## src/hs_supply_pkg.sv

```systemverilog
package hs_supply_pkg;

    // ****************************************
    // register map
    // ****************************************
    localparam logic [7:0] HIGH_SIDE_CONTROL_OFS     = 8'h28;
    localparam logic [7:0] HIGH_SIDE_STATUS_OFS      = 8'h29;
    localparam logic [7:0] SENSOR_SUPPLY_CONTROL_OFS = 8'h38;
    localparam logic [7:0] REG_RESET                 = 8'h00;

    // ****************************************
    // high_side_control fields
    // ****************************************
    localparam int HSC_OT_IRQ_EN  = 7;
    localparam int HSC_OV_SD_EN   = 6;
    localparam int HSC_CHSEL_LSB  = 4;
    localparam int HSC_MODEN_LSB  = 2;
    localparam int HSC_ENABLE_LSB = 0;

    // ****************************************
    // high_side_status fields
    // ****************************************
    localparam int HSS_OT_COND    = 7;
    localparam int HSS_CLIM_LSB   = 2;
    localparam int HSS_OLOAD_LSB  = 0;

    // ****************************************
    // sensor_supply_control fields
    // ****************************************
    localparam int SSC_OT_IRQ_EN  = 7;
    localparam int SSC_OT_COND    = 6;
    localparam int SSC_REG_ON     = 0;

    localparam int NUM_DRIVERS    = 2;

    typedef enum logic [1:0] {
        MODE_NORMAL,
        MODE_SLEEP,
        MODE_STOP
    } power_mode_e;

endpackage : hs_supply_pkg

```

## src/high_side_and_sensor_supply_ctrl.sv

```systemverilog
`timescale 1ns/10ps
// Behaviour
// sensor supply runs only in normal mode, off in low-power modes
// supply overtemperature forces regulator off, shown in read-only status bit
// reading supply register clears latched supply overtemperature flag
// after supply overtemperature, only a later register write restores supply
// supply register: irq enable bit 7, condition bit 6, on bit 0
// regulator on bit 0 disables, 1 enables the supply regulator
// each driver gets own open-load bit when current below threshold
// open-load detection inactive while driver off, including pwm off phase
// each driver gets own current-limit status bit
// overtemperature switches both drivers off, latched as interrupt source
// thermal shutdown sets overtemperature bit in high-side status register
// after thermal shutdown, drivers restart only on later control write
// overvoltage with shutdown enable switches both drivers off
// after overvoltage shutdown, drivers restart only on later control write
// drivers may remain enabled in sleep and stop modes
// control register: irq enable bit 7, overvoltage enable bit 6, resets zero
// channel select bit picks pwm channel 0 or 1 per driver
// modulation enable bit applies selected pwm channel per driver
// per-driver enable bit switches driver off or on
// host reaches registers at base plus offset, blocking or non-blocking
// reading high-side status clears latched driver overtemperature flag
// irq raised only while latched flag set and its enable set
module high_side_and_sensor_supply_ctrl (
    input  wire logic                       mclk,                // system clock
    input  wire logic                       reset,               // sync reset, high
    input  wire logic [7:0]                 reg_addr,            // register offset
    input  wire logic                       reg_wr,              // write strobe
    input  wire logic                       reg_rd,              // read strobe
    input  wire logic [7:0]                 reg_wdata,           // write data
    output logic      [7:0]                 reg_rdata,           // read data
    input  wire hs_supply_pkg::power_mode_e power_mode,          // device mode
    input  wire logic [1:0]                 pwm_channel,         // pwm channel levels
    input  wire logic                       supply_overtemp_in,  // supply ot sensor
    input  wire logic                       driver_overtemp_in,  // driver ot sensor
    input  wire logic                       overvoltage_condition, // high voltage
    input  wire logic [1:0]                 open_load_in,        // low current per driver
    input  wire logic [1:0]                 current_limit_in,    // limit per driver
    output logic                            sensor_supply_output, // regulator on
    output logic      [1:0]                 driver_on,           // driver gates
    output logic                            supply_overtemp_irq, // supply irq
    output logic                            driver_overtemp_irq  // driver irq
);

    // ****************************************
    // input synchronisers
    // ****************************************
    localparam int SYNC_W = 9;
    logic [SYNC_W-1:0] sync1_ff;
    logic [SYNC_W-1:0] sync2_ff;
    logic [SYNC_W-1:0] nxt_sync1;
    logic [SYNC_W-1:0] nxt_sync2;
    logic              sup_ot;
    logic              drv_ot;
    logic              ov_cond;
    logic [1:0]        pwm_s;
    logic [1:0]        ol_s;
    logic [1:0]        cl_s;

    always_comb begin
        nxt_sync1 = {supply_overtemp_in, driver_overtemp_in, overvoltage_condition,
                     pwm_channel, open_load_in, current_limit_in};
        nxt_sync2 = sync1_ff;
    end

    always_ff @(posedge mclk) begin
        sync1_ff <= nxt_sync1;
        sync2_ff <= nxt_sync2;
    end

    assign {sup_ot, drv_ot, ov_cond, pwm_s, ol_s, cl_s} = sync2_ff;

    // ****************************************
    // register state
    // ****************************************
    logic [7:0] hsc_ff;
    logic [7:0] nxt_hsc;
    logic       sup_on_ff;
    logic       nxt_sup_on;
    logic       sup_ie_ff;
    logic       nxt_sup_ie;
    logic       sup_flag_ff;
    logic       nxt_sup_flag;
    logic       drv_flag_ff;
    logic       nxt_drv_flag;
    logic       sup_lock_ff;
    logic       nxt_sup_lock;
    logic       drv_lock_ff;
    logic       nxt_drv_lock;
    logic       sup_ot_d_ff;
    logic       nxt_sup_ot_d;
    logic       drv_ot_d_ff;
    logic       nxt_drv_ot_d;
    logic       wr_hsc;
    logic       wr_ssc;
    logic       rd_hss;
    logic       rd_ssc;
    logic       ov_trip;

    assign wr_hsc  = reg_wr && (reg_addr == hs_supply_pkg::HIGH_SIDE_CONTROL_OFS);
    assign wr_ssc  = reg_wr && (reg_addr == hs_supply_pkg::SENSOR_SUPPLY_CONTROL_OFS);
    assign rd_hss  = reg_rd && (reg_addr == hs_supply_pkg::HIGH_SIDE_STATUS_OFS);
    assign rd_ssc  = reg_rd && (reg_addr == hs_supply_pkg::SENSOR_SUPPLY_CONTROL_OFS);
    assign ov_trip = ov_cond && hsc_ff[hs_supply_pkg::HSC_OV_SD_EN];

    always_comb begin
        nxt_hsc      = hsc_ff;
        nxt_sup_on   = sup_on_ff;
        nxt_sup_ie   = sup_ie_ff;
        nxt_sup_ot_d = sup_ot;
        nxt_drv_ot_d = drv_ot;
        nxt_sup_lock = sup_lock_ff;
        nxt_drv_lock = drv_lock_ff;
        nxt_sup_flag = sup_flag_ff;
        nxt_drv_flag = drv_flag_ff;
        if (wr_hsc) begin
            nxt_hsc = reg_wdata;
        end
        if (wr_ssc) begin
            nxt_sup_ie = reg_wdata[hs_supply_pkg::SSC_OT_IRQ_EN];
            nxt_sup_on = reg_wdata[hs_supply_pkg::SSC_REG_ON];
        end
        // shutdown lock released only by a write while the cause is gone
        if (wr_ssc && !sup_ot) begin
            nxt_sup_lock = 1'b0;
        end
        if (sup_ot) begin
            nxt_sup_lock = 1'b1;
        end
        if (wr_hsc && !drv_ot && !ov_trip) begin
            nxt_drv_lock = 1'b0;
        end
        if (drv_ot || ov_trip) begin
            nxt_drv_lock = 1'b1;
        end
        // flags: read clears, new event edge wins
        if (rd_ssc) begin
            nxt_sup_flag = 1'b0;
        end
        if (sup_ot && !sup_ot_d_ff) begin
            nxt_sup_flag = 1'b1;
        end
        if (rd_hss) begin
            nxt_drv_flag = 1'b0;
        end
        if (drv_ot && !drv_ot_d_ff) begin
            nxt_drv_flag = 1'b1;
        end
    end

    always_ff @(posedge mclk) begin
        if (reset) begin
            hsc_ff      <= hs_supply_pkg::REG_RESET;
            sup_on_ff   <= 1'b0;
            sup_ie_ff   <= 1'b0;
            sup_flag_ff <= 1'b0;
            drv_flag_ff <= 1'b0;
            sup_lock_ff <= 1'b0;
            drv_lock_ff <= 1'b0;
            sup_ot_d_ff <= 1'b0;
            drv_ot_d_ff <= 1'b0;
        end else begin
            hsc_ff      <= nxt_hsc;
            sup_on_ff   <= nxt_sup_on;
            sup_ie_ff   <= nxt_sup_ie;
            sup_flag_ff <= nxt_sup_flag;
            drv_flag_ff <= nxt_drv_flag;
            sup_lock_ff <= nxt_sup_lock;
            drv_lock_ff <= nxt_drv_lock;
            sup_ot_d_ff <= nxt_sup_ot_d;
            drv_ot_d_ff <= nxt_drv_ot_d;
        end
    end

    // ****************************************
    // outputs
    // ****************************************
    logic [1:0] nxt_drv_on;
    logic [1:0] ol_stat;
    logic [7:0] nxt_rdata;
    logic       nxt_supply;

    genvar g;
    generate
        for (g = 0; g < hs_supply_pkg::NUM_DRIVERS; g++) begin : g_drv
            logic pwm_lvl;
            // modulation enable applies selected channel, else steady on
            assign pwm_lvl = hsc_ff[hs_supply_pkg::HSC_CHSEL_LSB + g]
                           ? pwm_s[1] : pwm_s[0];
            // no power-mode gating, drivers serve cyclic sense in low power
            assign nxt_drv_on[g] = hsc_ff[hs_supply_pkg::HSC_ENABLE_LSB + g]
                                 && !drv_lock_ff && !drv_ot && !ov_trip
                                 && (!hsc_ff[hs_supply_pkg::HSC_MODEN_LSB + g]
                                     || pwm_lvl);
            // open load only reported while driver conducts
            assign ol_stat[g] = ol_s[g] && driver_on[g];
        end
    endgenerate

    always_comb begin
        nxt_supply = sup_on_ff && !sup_lock_ff && !sup_ot
                   && (power_mode == hs_supply_pkg::MODE_NORMAL);
        nxt_rdata  = 8'h00;
        unique case (reg_addr)
            hs_supply_pkg::HIGH_SIDE_CONTROL_OFS: begin
                nxt_rdata = hsc_ff;
            end
            hs_supply_pkg::HIGH_SIDE_STATUS_OFS: begin
                nxt_rdata[hs_supply_pkg::HSS_OT_COND] = drv_ot;
                nxt_rdata[hs_supply_pkg::HSS_CLIM_LSB +: hs_supply_pkg::NUM_DRIVERS] = cl_s;
                nxt_rdata[hs_supply_pkg::HSS_OLOAD_LSB +: hs_supply_pkg::NUM_DRIVERS] = ol_stat;
            end
            hs_supply_pkg::SENSOR_SUPPLY_CONTROL_OFS: begin
                nxt_rdata[hs_supply_pkg::SSC_OT_IRQ_EN] = sup_ie_ff;
                nxt_rdata[hs_supply_pkg::SSC_OT_COND]   = sup_ot;
                nxt_rdata[hs_supply_pkg::SSC_REG_ON]    = sup_on_ff;
            end
            default: begin
                nxt_rdata = 8'h00;
            end
        endcase
    end

    always_ff @(posedge mclk) begin
        if (reset) begin
            reg_rdata            <= 8'h00;
            sensor_supply_output <= 1'b0;
            driver_on            <= 2'b00;
            supply_overtemp_irq  <= 1'b0;
            driver_overtemp_irq  <= 1'b0;
        end else begin
            reg_rdata            <= nxt_rdata;
            sensor_supply_output <= nxt_supply;
            driver_on            <= nxt_drv_on;
            supply_overtemp_irq  <= nxt_sup_flag && sup_ie_ff;
            driver_overtemp_irq  <= nxt_drv_flag
                                  && hsc_ff[hs_supply_pkg::HSC_OT_IRQ_EN];
        end
    end
endmodule : high_side_and_sensor_supply_ctrl

```

## config.mk

```make
export PLATFORM = sky130hd
export DESIGN_NAME = high_side_and_sensor_supply_ctrl
export DESIGN_NICKNAME = d
export VERILOG_FILES = /design/src/hs_supply_pkg.sv /design/src/high_side_and_sensor_supply_ctrl.sv
export SDC_FILE = /design/constraint.sdc
export NUM_CORES = 1
export LEC_CHECK = 0
export BUFFER_PORTS_ARGS = -buffer_cell sky130_fd_sc_hd__buf_2
export CAP_MARGIN = 20
export CORE_MARGIN = 10
export CORE_UTILIZATION = 53
export CTS_BUF_LIST = sky130_fd_sc_hd__clkbuf_4
export CTS_CLUSTER_DIAMETER = 30
export DETAILED_ROUTE_END_ITERATION = 10
export PLACE_DENSITY = 0.81
export RECOVER_POWER = 100
export SLEW_MARGIN = 15
export SYNTH_ARGS = -nofsm -noshare
export SYNTH_HDL_FRONTEND = slang
export SYNTH_SLANG_ARGS = --single-unit
export TNS_END_PERCENT = 1
```

## constraint.sdc

```tcl
create_clock -name mclk -period 1.6 [get_ports mclk]
set_input_delay 0.08 -clock mclk [delete_from_list [all_inputs] [get_ports mclk]]
set_output_delay 0.08 -clock mclk [all_outputs]
set_load 0.01 [all_outputs]
```

* Word-level counts from Yosys, hierarchy flattened *
Index checks and enable logic that the tools add are counted.

word-level totals
  word-level logic and storage cells = 76
  bits in registers = 47
  output and inout bits = 13
  bits of input ports = 31

operators by class
  reductions and logical operators = 41
  muxes and demuxes = 14
  equality and inequality tests = 3
  bitwise operators = 1

operator list
  cell                  count
  $logic_and A1 B1 Y1   25
  $eq A8 B6 Y1 const B  3
  $mux W1               10
  $logic_not A1 Y1      9
  $pmux W1 S3           2
  $pmux W3 S2           1
  $reduce_bool A2 Y1    2
  $logic_or A1 B1 Y1    3
  $logic_not A2 Y1      1
  $pmux W1 S2           1
  $reduce_or A2 Y1      1
  $not A1 Y1            1

* Longest topological paths before layout *
  word-level depth = 6
  depth in mapped cells = 5

* Least setup slack after synthesis *
Ideal clock, no wire load.

  path type = input -> register
  from = input reg_addr[1]
  to = register hsc_ff[0]
  library setup time = 72 ps
  slack = 315 ps
  stages = 4
  data arrival time = 1213 ps
  cells stage by stage = or4b_4 -> nor4_4 -> buf_6 -> mux2i_1

between the ends
  longest elaborated chain between the ends = 2

ends and longest elaborated chain
  item                  RTL line                                 RTL
  start, declared       high_side_and_sensor_supply_ctrl.sv:28   input wire logic [7:0] reg_addr,
  $eq A8 B6 Y1          high_side_and_sensor_supply_ctrl.sv:101  assign wr_hsc = reg_wr && (reg_addr == hs_supply_pkg::HIGH_SIDE_CONTROL_OFS);
  $logic_and A1 B1 Y1   high_side_and_sensor_supply_ctrl.sv:101
  end signal, assigned  high_side_and_sensor_supply_ctrl.sv:154  hsc_ff <= hs_supply_pkg::REG_RESET;
  end signal, assigned  high_side_and_sensor_supply_ctrl.sv:164  hsc_ff <= nxt_hsc;
  end, declared         high_side_and_sensor_supply_ctrl.sv:77   logic [7:0] hsc_ff;

Every way passes these cells.
A chain may end at the register's enable or synchronous reset.

* Worst setup path after layout *
  from = input reg_addr[7]
  to = register hsc_ff[2]

Same word-level chain as after synthesis.

==> flow_metrics.py <==
metrics = {
    "placement": {
        "hpwl_um": 2640,
        "portBuffers": 43,
        "gp_congestion": 0.783,
        "dp.cells": 217,
    },
    "sta": {
        "setup_viol": 0,
        "post-route-period-util_pct": 86.0,
        "finalSetupTns_ns": 0,
        "drv_slew": 0,
        "worst_pin_slew_ns": 0.490,
        "hold_viol": 0,
        "fmax_mhz": 727,
        "rsz0062_at_grt": "false",
        "max_slew_margin_pct": 67.1,
        "clock_skew_ns": 0.0131,
        "fin_crit_ns": 1.38,
    },
    "critical_path": {
        "critPathArrivalTime_ns": 1.68,
        "worstPathMaxFanout": 9,
        "cp-end-kind": "register",
        "critPathKind": "in -> reg",
        "crit_required_ns": 1.90,
        "cp-start-kind": "input pin",
    },
    "cts": {
        "cts.htree.levels": 2,
        "clockRootBuffer": "clkbuf_4",
        "clk_latency_ns": 0.36,
        "post-cts-setup-buffers": 0,
        "hold_buffers": 17,
        "clock_path_buffers": 2,
        "cts_resized": 0,
        "clk_pin_slew_worst_paths_ns": 0.14,
        "cts.sinks": 47,
        "cts_tree": "built",
        "cts_buffers": 5,
    },
    "yosys": {
        "ys_types": 33,
        "seq_area_frac_synth_pct": 57.4,
        "synth_edf_count": 0,
        "yosysTopAreaCell": "dfxtp_1",
        "yosysTopAreaCellShare_pct": 57.4,
        "synth_seq_cells": 47,
        "yosysWarnings": 0,
        "syn_nets": 175,
        "syn_inst": 144,
        "async_reset_ff_share_pct": 0,
        "synthesis.area_um2": 1640,
        "postSynthAreaPerCell_um2": 11.4,
        "synthFlopType": "dfxtp_1",
        "synth.area.top_cells": "dfxtp_1, mux2i_1, nand2b_1",
    },
    "worst_hold_path": {
        "hp-class": "in -> reg",
    },
    "die": {
        "core_um2": 3000,
        "chipWidth_um": 75.6,
        "io_pins": 44,
        "die_h_um": 75.6,
        "fp.dieArea_um2": 5720,
        "initial_utilization_pct": 54.6,
        "core.rowCount": 20,
    },
    "power_and_ir_drop": {
        "p_leak_nw": 0.831,
        "ir_drop_uv": 637,
        "powerDensity_nw_per_um2": 930,
        "p_total_mw": 1.93,
    },
    "finish": {
        "nets": 239,
        "syn_to_final_growth_pct": 26.3,
        "fin_cells": 242,
        "drive_above_1_share_pct": 19.6,
        "antenna_cells": 0,
    },
    "drt": {
        "vias_per_cell": 5.08,
        "routed_wl_um": 3430,
        "first_pass_iters": 4,
        "drcViolationCount": 0,
        "wire_per_inst_um": 14.2,
        "drt-initial-drc-count": 40,
        "route.antenna.remaining_nets": 0,
        "dr_total_vias": 1230,
    },
    "global_route": {
        "grt_overflow": 0,
        "grt_max_degree": 22,
        "grt_usage_pct": 12.6,
        "antenna_found_initial": 0,
        "grt_pass1_vias": 1253,
        "grt_pass1_wl_um": 5400,
    },
    "status": {
        "status": "complete, no violations",
    },
    "job": {
        "max-cap-violations": 0,
    },
}
-- state kept, by name (all words and copies together) (netlist names), 2 cells and up --
name / count
driver_on: 2
nxt_sync2: 9
sync2_ff: 9
reg_rdata: 8
hsc_ff: 8
-- power by group --
part           switching (mW)  internal, mW
Clock                   0.383         0.182
Sequential             0.0149          1.21
Combinational          0.0549        0.0828
Total                   0.453          1.47
-- per-layer routing --
metal | track usage [%] | share of wire (%) | wire (µm)
met5 | 0 | 0 | 0
met4 | 6.19 | 1.4 | 48
met3 | 4.82 | 6.2 | 214
met2 | 23.4 | 55 | 1880
met1 | 11.7 | 37 | 1280
-- worst paths after layout --
check | start | endpoint | slack (ns) | cells after the start
setup / recovery | reg_addr[7] | hsc_ff[2] | 0.22 | 5
hold reg to reg | nxt_sync2[4] | sync2_ff[4] | 0.34 | 0
setup reg to reg | sup_on_ff | sensor_supply_output | 0.44 | 2
hold / removal | reg_wdata[0] | hsc_ff[0] | 0.008 | 3
-- Yosys cell counts (2+ instances only) --
| master | instances |
|---|---|
| or2b_1 | 8 |
| nand3_1 | 3 |
| mux2i_1 | 17 |
| buf_6 | 2 |
| nand3b_1 | 2 |
| clkbuf_1 | 2 |
| and3_1 | 5 |
| nor2b_1 | 2 |
| o31ai_1 | 2 |
| nand2b_1 | 15 |
| nor2_1 | 4 |
| o21a_1 | 2 |
| nor3_1 | 4 |
| dfxtp_1 | 47 |
| a21oi_1 | 2 |
| nand2_1 | 7 |
| inv_1 | 4 |
-- placed cells by master, fill, tap and decap left out, types with 7 or more instances in the layout --
cell type / count
nand2_1: 7
dlygate4sd3_1: 17
buf_2: 29
or2b_1: 8
mux2i_1: 17
clkbuf_1: 14
nand2b_1: 15
dfxtp_1: 47
-- critical path, cell delays in order --
cell,delay [ns]
buf_2,0.11
or4b_1,0.62
nor4_1,0.47
buf_12,0.20
mux2i_1,0.19
-- kinds of logic after synthesis --
family / Yosys count / share of synthesized area (%)
AND/OR/NAND/NOR: 60 / 24.0
AO/OA/AOI/OAI: 10 / 4.20
multiplexers: 17 / 10.4
buffers and inverters: 10 / 4.05
flip-flops: 47 / 57.4
-- final cells by class --
class / instances / area (µm²)
Tap cell: 33 / 41.3
Fill cell: 245 / 932
Sequential cell: 47 / 941
Multi-Input combinational cell: 87 / 608
Timing Repair Buffer: 63 / 403
Clock inverter: 3 / 25.0
Clock buffer: 5 / 37.5
Inverter: 4 / 15.0
-- metrics by stage --
stage	util (%)	hold WS, ns	area [µm²]	worst slack (ns)
floorplan	-	0.108	1640	0.315
CTS	70.3	0.000375	2110	0.377
detailed placement	62.6	0.185	1880	0.0688
finish	69.0	0.00846	2070	0.225
global placement	62.6	0.183	1880	0.148
global route	69.0	0.0148	2070	0.188
Note: power is estimated with default switching activity, not from simulation.
